$ cat src/uart_irq_pkg.sv
// uart interrupt identification: shared constants and types
// assumes byte addresses on a 32-bit avalon-mm slave, one word per register
// How it works
// - three-bit type code: 1,2,3,6 used
// - line status highest, transmit empty lowest
// - enabled raised source forces pending flag low
// - flag stays low until all cleared
// - no enabled source, flag never low
// - idle reads flag 1, low bits 0001
// - overrun, parity, framing, break raise line status
// - overrun clears on status read, others later
// - non-fifo data ready clears on buffer read
// - fifo data ready follows trigger, renews
// - fifo timeout after four idle character times
// - timeout clears on read, arrival, reset
// - transmit empty raised on holding/fifo empty
// - transmit empty clears on holding write
// - cpu or dma read clears fifo sources
// - only enabled sources reach the processor
// - fifo status bits 7:6 read 0 or 3
package uart_irq_pkg;

  // ----------------------------------------------------------------
  // register offsets
  // ----------------------------------------------------------------
  localparam logic [5:0] OFS_RXTX = 6'h00;
  localparam logic [5:0] OFS_IER = 6'h04;
  localparam logic [5:0] OFS_IIR_FCR = 6'h08;
  localparam logic [5:0] OFS_LSR = 6'h14;
  localparam logic [5:0] OFS_EVT_STAT = 6'h20;
  localparam logic [5:0] OFS_EVT_MASK = 6'h24;

  // ----------------------------------------------------------------
  // field positions
  // ----------------------------------------------------------------
  localparam int IER_RX_DATA_BIT = 0;
  localparam int IER_TX_EMPTY_BIT = 1;
  localparam int IER_LINE_BIT = 2;
  localparam int FCR_FIFO_EN_BIT = 0;
  localparam int FCR_RX_CLR_BIT = 1;
  localparam int FCR_TX_CLR_BIT = 2;
  localparam int FCR_DMA_BIT = 3;
  localparam int FCR_TRIG_LSB = 6;
  localparam int LSR_DR_BIT = 0;
  localparam int LSR_OE_BIT = 1;
  localparam int LSR_PE_BIT = 2;
  localparam int LSR_FE_BIT = 3;
  localparam int LSR_BI_BIT = 4;
  localparam int LSR_THRE_BIT = 5;
  localparam int EVT_LINE_BIT = 0;
  localparam int EVT_RX_DATA_BIT = 1;
  localparam int EVT_TIMEOUT_BIT = 2;
  localparam int EVT_TX_EMPTY_BIT = 3;

  // ----------------------------------------------------------------
  // values and reset values
  // ----------------------------------------------------------------
  localparam logic [1:0] FIFO_FIELD_ON = 2'h3;
  localparam logic [1:0] FIFO_FIELD_OFF = 2'h0;
  localparam logic [3:0] IER_RESET = 4'h0;
  localparam logic [3:0] EVT_MASK_RESET = 4'h0;
  localparam logic [1:0] TRIG_RESET = 2'h0;
  localparam logic [2:0] TIMEOUT_CHARS = 3'h4;

  typedef enum logic [2:0] {
    INT_NONE = 3'h0,
    INT_TX_EMPTY = 3'h1,
    INT_RX_DATA = 3'h2,
    INT_RX_LINE = 3'h3,
    INT_RX_TIMEOUT = 3'h6
  } int_code_t;

  // receive fifo trigger level in characters
  function automatic logic [4:0] trigger_level(input logic [1:0] sel);
    logic [4:0] lvl;
    lvl = 5'h01;
    case (sel)
      2'h0: lvl = 5'h01;
      2'h1: lvl = 5'h04;
      2'h2: lvl = 5'h08;
      2'h3: lvl = 5'h0E;
    endcase
    return lvl;
  endfunction

endpackage

$ cat src/uart_interrupt_identification.sv
// uart interrupt identification with avalon-mm register slave
// assumes receiver and transmitter datapaths drive the event inputs
`timescale 1ns/100ps
module uart_interrupt_identification
  import uart_irq_pkg::*;
(
  input wire logic CORE_CLK,
  input wire logic RST_N,
  input wire logic [5:0] AVS_ADDRESS,
  input wire logic AVS_READ,
  input wire logic AVS_WRITE,
  input wire logic [31:0] AVS_WRITEDATA,
  output logic [31:0] AVS_READDATA,
  output logic AVS_WAITREQUEST,
  input wire logic [7:0] RX_DATA,
  input wire logic RX_PUSH,
  input wire logic [4:0] RX_FIFO_LEVEL,
  input wire logic DMA_RX_READ,
  input wire logic RX_OVERRUN,
  input wire logic RX_PARITY_ERR,
  input wire logic RX_FRAMING_ERR,
  input wire logic RX_BREAK,
  input wire logic RX_ERR_DATA_PENDING,
  input wire logic CHAR_TICK,
  input wire logic RX_RESET_LOAD0,
  input wire logic TX_EMPTY,
  output logic TX_WRITE,
  output logic [7:0] TX_DATA,
  output logic RX_READ,
  output logic RX_FIFO_CLEAR,
  output logic TX_FIFO_CLEAR,
  output logic FIFO_MODE,
  output logic DMA_MODE,
  output logic UART_INT,
  output logic IRQ
);

  // ----------------------------------------------------------------
  // bus handshake
  // ----------------------------------------------------------------
  logic waitreq_q;
  logic [31:0] rdata_q;
  logic [31:0] rd_mux;

  wire logic req = AVS_READ | AVS_WRITE;
  wire logic take = req & waitreq_q;
  wire logic commit = req & ~waitreq_q;
  wire logic wr_commit = commit & AVS_WRITE;
  wire logic rd_commit = commit & AVS_READ;
  wire logic [5:0] word_addr = {AVS_ADDRESS[5:2], 2'b00};

  wire logic sel_rxtx = word_addr == OFS_RXTX;
  wire logic sel_ier = word_addr == OFS_IER;
  wire logic sel_iir = word_addr == OFS_IIR_FCR;
  wire logic sel_lsr = word_addr == OFS_LSR;
  wire logic sel_stat = word_addr == OFS_EVT_STAT;
  wire logic sel_mask = word_addr == OFS_EVT_MASK;

  wire logic thr_write = wr_commit & sel_rxtx;
  wire logic rbr_read = rd_commit & sel_rxtx;
  wire logic lsr_read = rd_commit & sel_lsr;
  wire logic ier_write = wr_commit & sel_ier;
  wire logic fcr_write = wr_commit & sel_iir;
  wire logic stat_write = wr_commit & sel_stat;
  wire logic mask_write = wr_commit & sel_mask;

  // one wait cycle, then the access completes
  always_ff @(posedge CORE_CLK) begin
    if (!RST_N) begin
      waitreq_q <= 1'b1;
      rdata_q <= 32'h00000000;
    end else begin
      waitreq_q <= ~take;
      rdata_q <= (take & AVS_READ) ? rd_mux : rdata_q;
    end
  end

  // ----------------------------------------------------------------
  // control registers
  // ----------------------------------------------------------------
  logic [3:0] ier_q;
  logic fifo_mode_q;
  logic dma_mode_q;
  logic [1:0] trig_q;
  logic [3:0] evt_mask_q;
  logic tx_write_q;
  logic [7:0] tx_data_q;
  logic rx_read_q;
  logic rx_clr_q;
  logic tx_clr_q;

  wire logic fcr_en = AVS_WRITEDATA[FCR_FIFO_EN_BIT];

  always_ff @(posedge CORE_CLK) begin
    if (!RST_N) begin
      ier_q <= IER_RESET;
      fifo_mode_q <= 1'b0;
      dma_mode_q <= 1'b0;
      trig_q <= TRIG_RESET;
      evt_mask_q <= EVT_MASK_RESET;
    end else begin
      if (ier_write) begin
        ier_q <= AVS_WRITEDATA[3:0];
      end
      if (fcr_write) begin
        fifo_mode_q <= fcr_en;
        dma_mode_q <= fcr_en ? AVS_WRITEDATA[FCR_DMA_BIT] : dma_mode_q;
        trig_q <= fcr_en ? AVS_WRITEDATA[FCR_TRIG_LSB +: 2] : trig_q;
      end
      if (mask_write) begin
        evt_mask_q <= AVS_WRITEDATA[3:0];
      end
    end
  end

  // strobes to the datapaths
  always_ff @(posedge CORE_CLK) begin
    if (!RST_N) begin
      tx_write_q <= 1'b0;
      tx_data_q <= 8'h00;
      rx_read_q <= 1'b0;
      rx_clr_q <= 1'b0;
      tx_clr_q <= 1'b0;
    end else begin
      tx_write_q <= thr_write;
      tx_data_q <= thr_write ? AVS_WRITEDATA[7:0] : tx_data_q;
      rx_read_q <= rbr_read;
      rx_clr_q <= fcr_write & (~fcr_en | AVS_WRITEDATA[FCR_RX_CLR_BIT]);
      tx_clr_q <= fcr_write & (~fcr_en | AVS_WRITEDATA[FCR_TX_CLR_BIT]);
    end
  end

  // ----------------------------------------------------------------
  // line status source
  // ----------------------------------------------------------------
  logic ovr_q;
  logic pe_q;
  logic fe_q;
  logic bi_q;
  logic err_irq_q;

  wire logic new_err = RX_PARITY_ERR | RX_FRAMING_ERR | RX_BREAK;

  always_ff @(posedge CORE_CLK) begin
    if (!RST_N) begin
      ovr_q <= 1'b0;
      pe_q <= 1'b0;
      fe_q <= 1'b0;
      bi_q <= 1'b0;
      err_irq_q <= 1'b0;
    end else begin
      ovr_q <= RX_OVERRUN | (ovr_q & ~lsr_read);
      pe_q <= RX_PARITY_ERR | (pe_q & ~lsr_read);
      fe_q <= RX_FRAMING_ERR | (fe_q & ~lsr_read);
      bi_q <= RX_BREAK | (bi_q & ~lsr_read);
      err_irq_q <= new_err | (err_irq_q & RX_ERR_DATA_PENDING);
    end
  end

  wire logic src_line = ovr_q | err_irq_q;

  // ----------------------------------------------------------------
  // receive data and timeout sources
  // ----------------------------------------------------------------
  logic rdy_q;
  logic renew_q;
  logic src_timeout;
  logic to_expire;

  wire logic fifo_pop = rbr_read | DMA_RX_READ;
  wire logic fifo_access = RX_PUSH | fifo_pop;
  wire logic above_trig = RX_FIFO_LEVEL >= trigger_level(trig_q);

  uart_rx_timeout u_timeout (
    .clk(CORE_CLK),
    .rst_n(RST_N),
    .fifo_mode(fifo_mode_q),
    .nonempty(RX_FIFO_LEVEL != 5'h00),
    .char_tick(CHAR_TICK),
    .push(RX_PUSH),
    .pop(fifo_pop),
    .rx_reset_load0(RX_RESET_LOAD0),
    .timeout(src_timeout),
    .expire(to_expire)
  );

  always_ff @(posedge CORE_CLK) begin
    if (!RST_N) begin
      rdy_q <= 1'b0;
      renew_q <= 1'b0;
    end else begin
      // set on arrival, cleared by buffer read
      rdy_q <= RX_PUSH | (rdy_q & ~rbr_read & ~rx_clr_q);
      renew_q <= (to_expire & above_trig) | (renew_q & ~fifo_access & fifo_mode_q);
    end
  end

  wire logic src_data = fifo_mode_q ? (above_trig | renew_q) : rdy_q;

  // ----------------------------------------------------------------
  // transmit empty source
  // ----------------------------------------------------------------
  logic thre_arm_q;
  logic tx_empty_prev_q;

  wire logic tx_drained = TX_EMPTY & ~tx_empty_prev_q;

  always_ff @(posedge CORE_CLK) begin
    if (!RST_N) begin
      thre_arm_q <= 1'b1;
      tx_empty_prev_q <= 1'b1;
    end else begin
      tx_empty_prev_q <= TX_EMPTY;
      thre_arm_q <= tx_drained | (thre_arm_q & ~thr_write);
    end
  end

  wire logic src_tx = thre_arm_q & TX_EMPTY;

  // ----------------------------------------------------------------
  // prioritisation and identification
  // ----------------------------------------------------------------
  int_code_t code;
  logic any;
  int_code_t type_q;
  logic pend_n_q;
  logic uart_int_q;

  uart_irq_priority u_prio (
    .src_line(src_line),
    .src_data(src_data),
    .src_timeout(src_timeout),
    .src_tx(src_tx),
    .interrupt_enable_register(ier_q),
    .code(code),
    .any(any)
  );

  always_ff @(posedge CORE_CLK) begin
    if (!RST_N) begin
      type_q <= INT_NONE;
      pend_n_q <= 1'b1;
      uart_int_q <= 1'b0;
    end else begin
      type_q <= code;
      pend_n_q <= ~any;
      uart_int_q <= any;
    end
  end

  wire logic [1:0] fifo_field = fifo_mode_q ? FIFO_FIELD_ON : FIFO_FIELD_OFF;
  wire logic [31:0] iir_word = {24'h000000, fifo_field, 2'b00, type_q, pend_n_q};

  // ----------------------------------------------------------------
  // event status and mask
  // ----------------------------------------------------------------
  logic [3:0] evt_stat_q;
  logic [3:0] en_src_prev_q;
  logic irq_q;

  wire logic [3:0] en_src = {src_tx & ier_q[IER_TX_EMPTY_BIT],
                             src_timeout & ier_q[IER_RX_DATA_BIT],
                             src_data & ier_q[IER_RX_DATA_BIT],
                             src_line & ier_q[IER_LINE_BIT]};
  wire logic [3:0] evt_rise = en_src & ~en_src_prev_q;
  wire logic [3:0] evt_clr = stat_write ? AVS_WRITEDATA[3:0] : 4'h0;

  always_ff @(posedge CORE_CLK) begin
    if (!RST_N) begin
      evt_stat_q <= 4'h0;
      en_src_prev_q <= 4'h0;
      irq_q <= 1'b0;
    end else begin
      en_src_prev_q <= en_src;
      evt_stat_q <= evt_rise | (evt_stat_q & ~evt_clr);
      irq_q <= |(evt_stat_q & evt_mask_q);
    end
  end

  // ----------------------------------------------------------------
  // read data selection
  // ----------------------------------------------------------------
  wire logic [7:0] lsr_word = {2'b00, src_tx, bi_q, fe_q, pe_q, ovr_q, src_data};

  assign rd_mux = sel_rxtx ? {24'h000000, RX_DATA} :
                  sel_ier ? {28'h0000000, ier_q} :
                  sel_iir ? iir_word :
                  sel_lsr ? {24'h000000, lsr_word} :
                  sel_stat ? {28'h0000000, evt_stat_q} :
                  sel_mask ? {28'h0000000, evt_mask_q} : 32'h00000000;

  // ----------------------------------------------------------------
  // outputs
  // ----------------------------------------------------------------
  assign AVS_READDATA = rdata_q;
  assign AVS_WAITREQUEST = waitreq_q;
  assign TX_WRITE = tx_write_q;
  assign TX_DATA = tx_data_q;
  assign RX_READ = rx_read_q;
  assign RX_FIFO_CLEAR = rx_clr_q;
  assign TX_FIFO_CLEAR = tx_clr_q;
  assign FIFO_MODE = fifo_mode_q;
  assign DMA_MODE = dma_mode_q;
  assign UART_INT = uart_int_q;
  assign IRQ = irq_q;
endmodule

$ cat src/uart_irq_priority.sv
// priority encoder for the four interrupt sources
// assumes sources and enables are synchronous levels
`timescale 1ns/100ps
module uart_irq_priority
  import uart_irq_pkg::*;
(
  input wire logic src_line,
  input wire logic src_data,
  input wire logic src_timeout,
  input wire logic src_tx,
  input wire logic [3:0] interrupt_enable_register,
  output int_code_t code,
  output logic any
);

  wire logic en_line = src_line & interrupt_enable_register[IER_LINE_BIT];
  wire logic en_data = src_data & interrupt_enable_register[IER_RX_DATA_BIT];
  wire logic en_to = src_timeout & interrupt_enable_register[IER_RX_DATA_BIT];
  wire logic en_tx = src_tx & interrupt_enable_register[IER_TX_EMPTY_BIT];

  assign code = en_line ? INT_RX_LINE :
                en_data ? INT_RX_DATA :
                en_to ? INT_RX_TIMEOUT :
                en_tx ? INT_TX_EMPTY : INT_NONE;
  assign any = en_line | en_data | en_to | en_tx;

endmodule

$ cat src/uart_rx_timeout.sv
// receive character timeout counter
// assumes char_tick pulses once per character time
`timescale 1ns/100ps
module uart_rx_timeout
  import uart_irq_pkg::*;
(
  input wire logic clk,
  input wire logic rst_n,
  input wire logic fifo_mode,
  input wire logic nonempty,
  input wire logic char_tick,
  input wire logic push,
  input wire logic pop,
  input wire logic rx_reset_load0,
  output logic timeout,
  output logic expire
);

  logic [2:0] cnt_q;
  logic [2:0] cnt_d;
  logic to_q;
  logic to_d;
  logic exp_q;

  // ----------------------------------------------------------------
  // idle counting
  // ----------------------------------------------------------------
  wire logic clr = push | pop | rx_reset_load0 | ~fifo_mode | ~nonempty;
  wire logic reach = char_tick & (cnt_q == TIMEOUT_CHARS - 3'h1);

  assign cnt_d = clr ? 3'h0 : (char_tick && cnt_q != TIMEOUT_CHARS) ? cnt_q + 3'h1 : cnt_q;
  assign to_d = clr ? 1'b0 : (to_q | reach);

  always_ff @(posedge clk) begin
    if (!rst_n) begin
      cnt_q <= 3'h0;
      to_q <= 1'b0;
      exp_q <= 1'b0;
    end else begin
      cnt_q <= cnt_d;
      to_q <= to_d;
      exp_q <= ~clr & reach;
    end
  end

  assign timeout = to_q;
  assign expire = exp_q;
endmodule
$ cat config.mk
export PLATFORM = sky130hd
export DESIGN_NAME = uart_interrupt_identification
export DESIGN_NICKNAME = d
export VERILOG_FILES = /design/src/uart_irq_pkg.sv /design/src/uart_interrupt_identification.sv /design/src/uart_irq_priority.sv /design/src/uart_rx_timeout.sv
export SDC_FILE = /design/constraint.sdc
export NUM_CORES = 1
export LEC_CHECK = 0
export BUFFER_PORTS_ARGS = -buffer_cell sky130_fd_sc_hd__buf_2
export CAP_MARGIN = 20
export CORE_MARGIN = 2
export CORE_UTILIZATION = 50
export CTS_BUF_LIST = sky130_fd_sc_hd__clkbuf_8
export CTS_CLUSTER_DIAMETER = 150
export CTS_CLUSTER_SIZE = 16
export DETAILED_ROUTE_END_ITERATION = 10
export PLACE_DENSITY = 0.9
export SLEW_MARGIN = 20
export SYNTH_ARGS = -nofsm -noshare
export SYNTH_HDL_FRONTEND = slang
export SYNTH_SLANG_ARGS = --single-unit
$ cat constraint.sdc
create_clock -name CORE_CLK -period 2.14 [get_ports CORE_CLK]
set_input_delay 0.428 -clock CORE_CLK [delete_from_list [all_inputs] [get_ports CORE_CLK]]
set_output_delay 0.428 -clock CORE_CLK [all_outputs]
set_load 0.02 [all_outputs]
== Word level (Yosys, flattened, before mapping) ==
Cells that the tools add are included.
Word-level totals
  output and inout bits: 49
  input bits: 65
  flip-flop bits (word level): 85
  logic and storage cells: 142
Cells by class
  add/subtract/negate cells: 1
  bitwise operators: 77
  equality and inequality tests: 10
  reductions and logical operators: 8
  $lt $le $gt $ge: 1
  mux-type cells: 14
Operator list (number)
  AND 1 bit: 33
  two-way mux 8 bit: 3
  bitwise OR 1 bit: 24
  one-hot mux 5 bit (4 select lines): 1
  NOT 1 bit: 14
  AND 4 bit: 3
  two-way mux 4 bit: 3
  == test 4 bit (second input constant): 2
  NOT 4 bit: 2
  logical NOT 6 bit: 1
  two-way mux 2 bit: 3
  two-way mux 6 bit: 1
  greater-or-equal comparator 5 bit: 1
  nonzero test 5 bit: 1
  == test 2 bit (second input constant): 2
  == test 4 x 1 -> 1 bit (second input constant): 1
  == test 4 x 2 -> 1 bit (second input constant): 1
  == test 4 x 3 -> 1 bit (second input constant): 1
  bitwise OR 4 bit: 1
  OR reduction 4 bit: 1
  adder 3 x 1 -> 3 bit (second input constant): 1
  == test 3 x 2 -> 1 bit (second input constant): 1
  two-way mux 3 bit: 1
  inequality test 3 bit (second input constant): 1
  7 further kinds: 8

== Logic depth before layout (Yosys ltp) ==
Gate-level depths: netlist (run 1).
  depth after elaboration: 11
  mapped depth: 6
  gate-level depth less buffers: 6

== Modules after synthesis ==
A second synthesis (run 1) with hierarchy kept.
Second synthesis, totals
  cell total of the unflattened synthesis: 329
  area total of the unflattened synthesis: 2912.8 um2
Modules (own cells, without submodules)
  uart_interrupt_identification: cells each 296, area an instance 2607.5 um2, sequential area each 1121.1 um2, instances 1
  uart_rx_timeout: cells each 26, area an instance 260.2 um2, sequential area each 100.1 um2, instances 1
  uart_irq_priority: cells each 7, area an instance 45.0 um2, sequential area each 0.0 um2, instances 1

== Worst setup path before layout (run 1) ==
No wires, ideal clock.
  path type: input-to-reg
  start: input port RX_FIFO_LEVEL[2]
  end: register type_q[2]
  path buffers: 0
  library setup time: 0.080 ns
  path slack: 0.441 ns
  cell stages on the path: 5
  data arrival time: 1.619 ns
  data required time: 2.060 ns
  cell sequence: ha_1 a21o_1 a211oi_1 a41o_1 nor3b_1
On the way
  word-level cells in the longest chain between the ends: 5
Ends and longest elaborated chain
  start: declaration: RTL line uart_interrupt_identification.sv:17  | input wire logic [4:0] RX_FIFO_LEVEL,
  greater-or-equal comparator 5 bit: RTL line uart_interrupt_identification.sv:172  | wire logic above_trig = RX_FIFO_LEVEL >= trigger_level(trig_q);
  bitwise OR 1 bit: RTL line uart_interrupt_identification.sv:198  | wire logic src_data = fifo_mode_q ? (above_trig | renew_q) : rdy_q;
  two-way mux 1 bit: RTL line uart_interrupt_identification.sv:198
  AND 1 bit: RTL line uart_irq_priority.sv:17  | wire logic en_data = src_data & interrupt_enable_register[IER_RX_DATA_BIT];
  OR reduction 3 bit (no source line)
  end signal: assignment: RTL line uart_interrupt_identification.sv:245  | type_q <= code;
  end: declaration: RTL line uart_interrupt_identification.sv:225  | int_code_t type_q;
No other way between the ends.
A chain may end at the register's enable or synchronous reset.

== Worst setup path after layout (run 1) ==
  start: register trig_q[0]
  end: register type_q[2]
On the way
  word-level cells in the longest chain between the ends: 7
  elaborated cells on any way between the ends: 10
  those cells by class: 1 x order compare; 3 x eq/ne; 2 x mux; 2 x bitwise; 2 x reduce/logical
Ends and longest elaborated chain
  start: declaration: RTL line uart_interrupt_identification.sv:84  | logic [1:0] trig_q;
  start signal: assignment: RTL line uart_interrupt_identification.sv:108  | trig_q <= fcr_en ? AVS_WRITEDATA[FCR_TRIG_LSB +: 2] : trig_q;
  == test 2 bit (tied with other cells): RTL line uart_irq_pkg.sv:77  | case (sel)
  one-hot mux 5 bit (4 select lines) (*): RTL line uart_irq_pkg.sv:77
  greater-or-equal comparator 5 bit (*): RTL line uart_interrupt_identification.sv:172
  bitwise OR 1 bit (*): RTL line uart_interrupt_identification.sv:198
  two-way mux 1 bit (*): RTL line uart_interrupt_identification.sv:198
  AND 1 bit (*): RTL line uart_irq_priority.sv:17
  OR reduction 3 bit (no source line) (*)
Mark *: on every way between the ends. The rest lies on a longest branch, timed or not. The select of a mux whose other input is x is not followed.

==> results of run 1 <==
## cell usage after synthesis (2+ instances only)
| cell | n |
|---|---|
| buf_2 | 5 |
| dfxtp_1 | 61 |
| and3_1 | 2 |
| nor3b_1 | 2 |
| a221o_1 | 4 |
| o211ai_1 | 2 |
| nor2b_1 | 3 |
| and2_1 | 2 |
| a211oi_1 | 3 |
| and3b_1 | 5 |
| nand3_1 | 13 |
| and4b_1 | 3 |
| nand2_1 | 26 |
| a221oi_1 | 2 |
| a21o_1 | 8 |
| mux2i_1 | 14 |
| buf_4 | 24 |
| o2bb2ai_1 | 4 |
| a21oi_1 | 29 |
| nor2_1 | 32 |
| clkbuf_1 | 8 |
| o21a_1 | 3 |
| o21ai_1 | 7 |
| o21ai_0 | 13 |
| ha_1 | 7 |
| inv_1 | 17 |
| a22oi_1 | 2 |
| nand3b_1 | 2 |
## report_power, final
group / internal [W] / total, W / switching, W
Sequential: 0.00116 / 0.00117 / 0.0000145
Combinational: 0.0000862 / 0.000261 / 0.000174
Clock: 0.000781 / 0.00120 / 0.000423
Total: 0.00203 / 0.00264 / 0.000612
## kinds of logic after synthesis
kind of cell               share of synthesized area
muxes                                         0.0487
xor gates and xnor gates                     0.00305
other                                        0.00130
and+or+nand+nor                                0.194
AOI/OAI and AO/OA                              0.192
adders and majority gates                     0.0305
DFF                                            0.425
buffers and inverters                          0.105
## through the flow
stage | utilization | std cells | cell area [sq um] | worst slack [ns]
2_1_floorplan | - | 350 | 2960 | 0.441
3_3_place_gp | 0.574 | 454 | 3180 | 0.174
3_5_place_dp | 0.574 | 454 | 3180 | 0.162
4_1_cts | 0.618 | 470 | 3420 | 0.283
5_1_grt | 0.618 | 470 | 3420 | 0.0506
6_report | 0.618 | 470 | 3420 | 0.265
## layout make-up
cell class	instances	area (sq um)
well taps	72	90.1
multi-input cells	234	1440
clock inverters	3	65.1
flip-flops and latches	61	1220
inverters	17	63.8
fillers	459	2120
clock buffers	13	179
repair buffers	70	368
## tightest hold or removal path, stage by stage
cell and delay, ns:
buf_2 0.08, a21oi_1 0.03, nor2_1 0.07
## layer usage
metal / up-vias / part of all wire / wire (microns)
met4: 0 / 0.014 / 95
met2: 121 / 0.49 / 3330
met3: 14 / 0.091 / 614
met1: 1205 / 0.40 / 2690
met5: - / 0 / 0
li1: 1235 / - / -
## final timing paths
kind                     from       endpoint  slack, ns  depth (start not counted)
max                 trig_q[0]      type_q[2]       0.26                          6
min                  RX_BREAK           bi_q       0.31                          3
max reg2reg         trig_q[0]      type_q[2]       0.26                          6
min reg2reg  en_src_prev_q[2]  evt_stat_q[2]       0.41                          1
## placed cells by master (no fill, tap or decap), drive strengths merged, types with 3 or more instances in the layout
master	count
o21a	3
a21oi	29
o21ai	20
nor3b	3
conb	24
nor2	32
a21o	8
a211oi	4
a221o	4
nand2	26
inv	17
buf	70
o2bb2ai	4
nand3	13
mux2i	14
dfxtp	61
ha	7
nor2b	4
and4b	3
and3b	6
clkbuf	13
## state kept, by name, summed over array words and instances (netlist names), 2 cells and up
register and count:
AVS_READDATA 8, TX_DATA 8, en_src_prev_q 4, evt_mask_q 4, evt_stat_q 4, ier_q 4
type_q 3, u_timeout.cnt_q 3, trig_q 2
==> flow_metrics.tcl, run 1 <==
set metrics [dict create \
    slew_violations 0 \
    path_clk_slew_ns 0.06 \
    synth_area_leaders "dfxtp_1 (42%), buf_4 (6.3%), a21oi_1 (5.0%)" \
    ant_nets 0 \
    synthesis.area_sq_mm 0.00288 \
    critPathArrivalTime_ns 2.13 \
    wirelength_mm 6.73 \
    avgViaCountPerCell 5.48 \
    dp_hpwl_mm 4.99 \
    power.leakage_nw 1.62 \
    die_w_microns 79.8 \
    cts_buffer_depth 2 \
    grt_use_total 0.221 \
    drc_errors 0 \
    grt_pass1_wl_mm 10.5 \
    coreArea_sq_mm 0.00554 \
    ctsResizeCount 0 \
    cts_root_buf "clkbuf_8" \
    crit_buf_inv 1 \
    critical_path_required_ns 2.40 \
    tns_ns 0 \
    design.final.nets 465 \
    grt_antenna_before_repair 0 \
    timing.hold.ws_ns 0.309 \
    grt_max_degree 25 \
    grt_pass1_vias 2245 \
    ys_seq_area_frac 0.425 \
    syn2layout_area_growth_pct 19.1 \
    numCtsBuffers 9 \
    use_met2 0.364 \
    async_flop_share 0 \
    drtPass1Iterations 4 \
    path_max_fanout 8 \
    antennaDiodeCount 0 \
    maxCapViolCount 0 \
    synth_top_area_frac 0.425 \
    startpoint_type "register" \
    vias 2575 \
    synth_cells 327 \
    synth_edf_count 0 \
    worstSetupPathType "reg2reg" \
    htreeDepth 3 \
    pin_count 114 \
    drtIter0Drc 211 \
    cp_top_family "compound AO/OA/AOI/OAI gates" \
    power_w 0.00264 \
    slowest_delay_ns 0.39 \
    busiest_layer "met2" \
    yosysWarnings 0 \
    max_slew_margin 0.472 \
    clock-sinks 61 \
    wl_per_cell_microns 14.3 \
    cp_cell_sequence "inv_1, ha_1, a21o_1, a211oi_1, a41o_1, nor3b_1" \
    synth_cell_type_count 52 \
    final_hold_viol_count 0 \
    slowest_stage "a41o_1" \
    die_h_microns 79.8 \
    ir_worst_vdd_mv 0.672 \
    hold_buffers 0 \
    status "finished clean" \
    yosys.area.top_type "dfxtp_1" \
    p_per_area_mw_per_mm2 770 \
    max_freq_mhz 533 \
    fin_crit_sh 0.876 \
    setup_viol 0 \
    grt_use_met1 0.259 \
    met3_usage 0.0939 \
    die-area_sq_mm 0.00637 \
    io_buffers 63 \
    rsz0062_at_grt "false" \
    placementRows 27 \
    gp_congestion 0.799 \
    fin_crit_ns 1.88 \
    cp-end-kind "register" \
    synth-seq-cells 61 \
    synth_flop_cell "dfxtp_1" \
    hold_class "in2reg" \
    layout-drive-gt1-share 0.234 \
    clock_latency_ns 0.34 \
    tightest_slew_ns 0.791 \
    skew_ns 0.00869 \
    start_util 0.519 \
    post_cts_buffers 0 \
    synth_area_per_cell_sq_um 8.79 \
    gr-total-overflow 0 \
    cts_tree "built" \
]
Note: power is estimated with default switching activity, not from simulation.
==> run 2: changes to the inputs <==
Settings changed: CELL_PAD_IN_SITES_DETAIL_PLACEMENT set to 2, CELL_PAD_IN_SITES_GLOBAL_PLACEMENT set to 2, CORE_UTILIZATION 50 to 28, MAX_ROUTING_LAYER set to met4, PLACE_DENSITY 0.9 to 0.89, SLEW_MARGIN 20 to unset.
==> flow_metrics.tcl, run 2 (synthesis gave the netlist of run 1 again) <==
set metrics [dict create \
    avgViaCountPerCell 4.93 \
    worstSetupPathType "reg2reg" \
    coreArea_sq_mm 0.00986 \
    gr-total-overflow 0 \
    ant_nets 0 \
    nFillCells 1123 \
    swShare 0.256 \
    path_clk_slew_ns 0.07 \
    die_h_microns 105 \
    path_max_fanout 8 \
    rsz0062_at_grt "false" \
    fin_crit_ns 1.96 \
    crit_buf_inv 1 \
    p_comb_frac 0.106 \
    cp_top_family "compound AO/OA/AOI/OAI gates" \
    status "finished clean" \
    grt_use_total 0.185 \
    gp_congestion 0.822 \
    hold_buffers 0 \
    power.leakage_nw 1.62 \
    slew_violations 0 \
    ir_worst_vdd_mv 0.280 \
    drtPass1Iterations 4 \
    most-common-layout-cells "buf_2 (63), dfxtp_1 (61), nor2_1 (32)" \
    start_util 0.291 \
    startpoint_type "register" \
    syn2layout_area_growth_pct 21.6 \
    slowest_delay_ns 0.43 \
    grt_max_degree 18 \
    grt_pass1_wl_mm 15.4 \
    critical_path_required_ns 2.41 \
    cts_buffer_depth 2 \
    clock-sinks 61 \
    antennaDiodeCount 0 \
    skew_ns 0.00840 \
    internal-power_w 0.00196 \
    p_per_area_mw_per_mm2 752 \
    clock_latency_ns 0.35 \
    critPathArrivalTime_ns 2.23 \
    drc_errors 0 \
    p_sw_w 0.000672 \
    setup_viol 0 \
    max_freq_mhz 511 \
    pin_count 114 \
    grt_antenna_before_repair 0 \
    htreeDepth 3 \
    cts_root_buf "clkbuf_8" \
    die_w_microns 105 \
    maxCapViolCount 0 \
    die-area_sq_mm 0.0111 \
    numCtsBuffers 9 \
    io_buffers 63 \
    final_common_cell "buf_2" \
    wirelength_mm 9.66 \
    ctsResizeCount 0 \
    tns_ns 0 \
    layout-drive-gt1-share 0.235 \
    placementRows 36 \
    vias 2630 \
    drtIter0Drc 48 \
    p_seq_frac 0.447 \
    slowest_stage "a41o_1" \
    design.final.nets 467 \
    power_frac_clock 0.447 \
    cp_cell_sequence "inv_1, ha_1, a21o_1, a211oi_1, a41o_1, nor3b_1" \
    fin_crit_sh 0.915 \
    wl_per_cell_microns 18.1 \
    cts_tree "built" \
    grt_pass1_vias 2886 \
    timing.hold.ws_ns 0.293 \
    hold_class "in2reg" \
    dp_hpwl_mm 6.90 \
    final_hold_viol_count 0 \
    cp-end-kind "register" \
    post_cts_buffers 0 \
    power_w 0.00263 \
]
run 2: path summary, 6_finish.rpt:
kind	slack (ns)	start	depth (start not counted)	end
max	0.18	trig_q[0]	6	type_q[2]
min	0.29	RX_FRAMING_ERR	3	fe_q
max reg2reg	0.18	trig_q[0]	6	type_q[2]
min reg2reg	0.43	en_src_prev_q[3]	1	evt_stat_q[3]
run 2: power groups by stage:
stage	combinational, W	sequential [W]	clock, W
floorplan	0.000178	0.00121	0
global placement	0.000261	0.00120	0
detailed placement	0.000272	0.00120	0
CTS	0.000279	0.00118	0.00120
global route	0.000305	0.00118	0.00125
finish	0.000278	0.00118	0.00118
run 2: cell type report:
class | count | area (sq um) | area share
clock buffer | 11 | 151 | 0.0433
tap | 133 | 166 | 0.0476
clock inverter | 5 | 73.8 | 0.0211
timing repair buffer | 72 | 383 | 0.109
multi-input combinational | 234 | 1440 | 0.411
sequential | 61 | 1220 | 0.349
inverter | 17 | 63.8 | 0.0182
run 2: layer usage:
layer	wire, microns	part of all wire	global-route usage
met3	416	0.043	0.0421
met1	4000	0.41	0.206
met2	4990	0.52	0.321
met4	255	0.026	0.0705
met5	0	0	-
run 2: worst register-to-register path: cells and delay by family, from the launching register on:
family / cells / cell delay, ns
buf+inv: 1 / 0.07
compound gates: 3 / 0.93
simple gates: 1 / 0.21
fa+ha+maj: 1 / 0.29
flops: 1 / 0.38
run 2: stage by stage:
step,util,cell area (sq um),setup slack (ns),std cells
after global placement,0.332,3270,0.129,517
after floorplan,-,2960,0.441,350
after global routing,0.355,3500,0.0694,533
after CTS,0.355,3500,0.173,533
after detailed placement,0.332,3270,0.0786,517
final,0.355,3500,0.182,533
==> run 3: changes to the inputs <==
Clock period 2.14 ns to 2 ns, I/O delays scaled along.
==> flow_metrics.tcl, run 3 (synthesis gave the netlist of run 1 again) <==
set metrics [dict create \
    tightest_slew_ns 0.563 \
    status "finished clean" \
    drc_errors 0 \
    drtPass1Iterations 4 \
    hold_buffers 0 \
    antennaDiodeCount 0 \
    vias 2615 \
    cts_buffer_depth 2 \
    wirelength_mm 9.80 \
    die_h_microns 105 \
    slew_violations 0 \
    max_freq_mhz 546 \
    numCtsBuffers 9 \
    final_hold_viol_count 0 \
    coreArea_sq_mm 0.00986 \
    pin_count 114 \
    placementRows 36 \
    ir_worst_vdd_mv 0.285 \
    p_per_area_mw_per_mm2 812 \
    gr-total-overflow 0 \
    grt_pass1_vias 2903 \
    timing.hold.ws_ns 0.269 \
    path_max_fanout 8 \
    avgViaCountPerCell 4.89 \
    busiest_layer "met2" \
    drtIter0Drc 91 \
    grt_use_total 0.187 \
    grt_pass1_wl_mm 15.7 \
    dp_hpwl_mm 6.93 \
    nFillCells 1116 \
    fin_crit_sh 0.915 \
    cts_root_buf "clkbuf_8" \
    wl_per_cell_microns 18.3 \
    layout_setup_ws_ns 0.170 \
    critical_path_required_ns 2.28 \
    ant_nets 0 \
    met3_usage 0.0396 \
    worstSetupPathType "reg2reg" \
    startpoint_type "register" \
    post_cts_buffers 0 \
    path_clk_slew_ns 0.07 \
    power.leakage_nw 1.63 \
    rsz0062_at_grt "false" \
    grt_antenna_before_repair 0 \
    layout-drive-gt1-share 0.244 \
    skew_ns 0.00948 \
    die_w_microns 105 \
    fin_crit_ns 1.83 \
    dp_worst_setup_slack_ns -0.00840 \
    hold_class "in2reg" \
    max_slew_margin 0.625 \
    clock_latency_ns 0.36 \
    setup_viol 0 \
    maxCapViolCount 0 \
    clock-sinks 61 \
    power_w 0.00286 \
    cts_tree "built" \
    most-common-layout-cells "buf_2 (63), dfxtp_1 (61), nor2_1 (32)" \
    syn2layout_area_growth_pct 22.7 \
    critPathArrivalTime_ns 2.11 \
    grt_use_met1 0.214 \
    cp-end-kind "register" \
    tns_ns 0 \
    io_buffers 63 \
    gp_congestion 0.804 \
    die-area_sq_mm 0.0111 \
    ctsResizeCount 0 \
    use_met2 0.328 \
    final_common_cell "buf_2" \
    design.final.nets 470 \
    start_util 0.291 \
    grt_max_degree 16 \
    htreeDepth 3 \
]
run 3: changes by cell type in the layout (fill, tap and decap cells not counted):
cell	previous run	this run
buf_4	9	12
clkinvlp_4	0	1
clkbuf_8	11	12
a41o_1	1	0
clkinv_2	2	0
a41o_2	0	1
inv_1	18	17
run 3: path summary, 6_finish.rpt:
| kind | from | end | slack, ns | depth (start not counted) |
|---|---|---|---|---|
| worst max-delay path | trig_q[0] | type_q[2] | 0.17 | 6 |
| worst min-delay path | RX_OVERRUN | ovr_q | 0.27 | 3 |
| worst max register to register | trig_q[0] | type_q[2] | 0.17 | 6 |
| worst min register to register | en_src_prev_q[0] | evt_stat_q[0] | 0.41 | 1 |
run 3: final cells by class:
type | instances | area (sq um) | share of cell area
multi-input cells | 234 | 1440 | 0.408
flip-flops and latches | 61 | 1220 | 0.346
repair buffers | 75 | 405 | 0.115
well taps | 133 | 166 | 0.0472
clock buffers | 12 | 165 | 0.0468
clock inverters | 3 | 67.6 | 0.0191
inverters | 17 | 63.8 | 0.0181
run 3: where the power goes:
group | total (W) | switching, W | internal (W)
logic | 0.000305 | 0.000208 | 0.0000979
clock network | 0.00130 | 0.000505 | 0.000797
registers | 0.00126 | 0.0000174 | 0.00124
run 3: metal layers:
layer	wire length [microns]	part of all wire	vias to the layer above
met4	129	0.013	0
met5	0	0	-
met1	4160	0.42	1294
li1	-	-	1241
met2	5110	0.52	65
met3	398	0.041	15
run 3: critical path, stage by stage (launching register included):
cell	delay, ns
dfxtp_1	0.38
inv_1	0.06
ha_1	0.28
a21o_1	0.16
a211oi_1	0.33
a41o_2	0.36
nor3b_1	0.18
run 3: through the flow:
stage          cell area (sq um)  cells   util
2_1_floorplan               2960    350      -
3_3_place_gp                3290    520  0.334
3_5_place_dp                3290    520  0.334
4_1_cts                     3530    535  0.358
5_1_grt                     3530    535  0.358
6_report                    3530    535  0.358
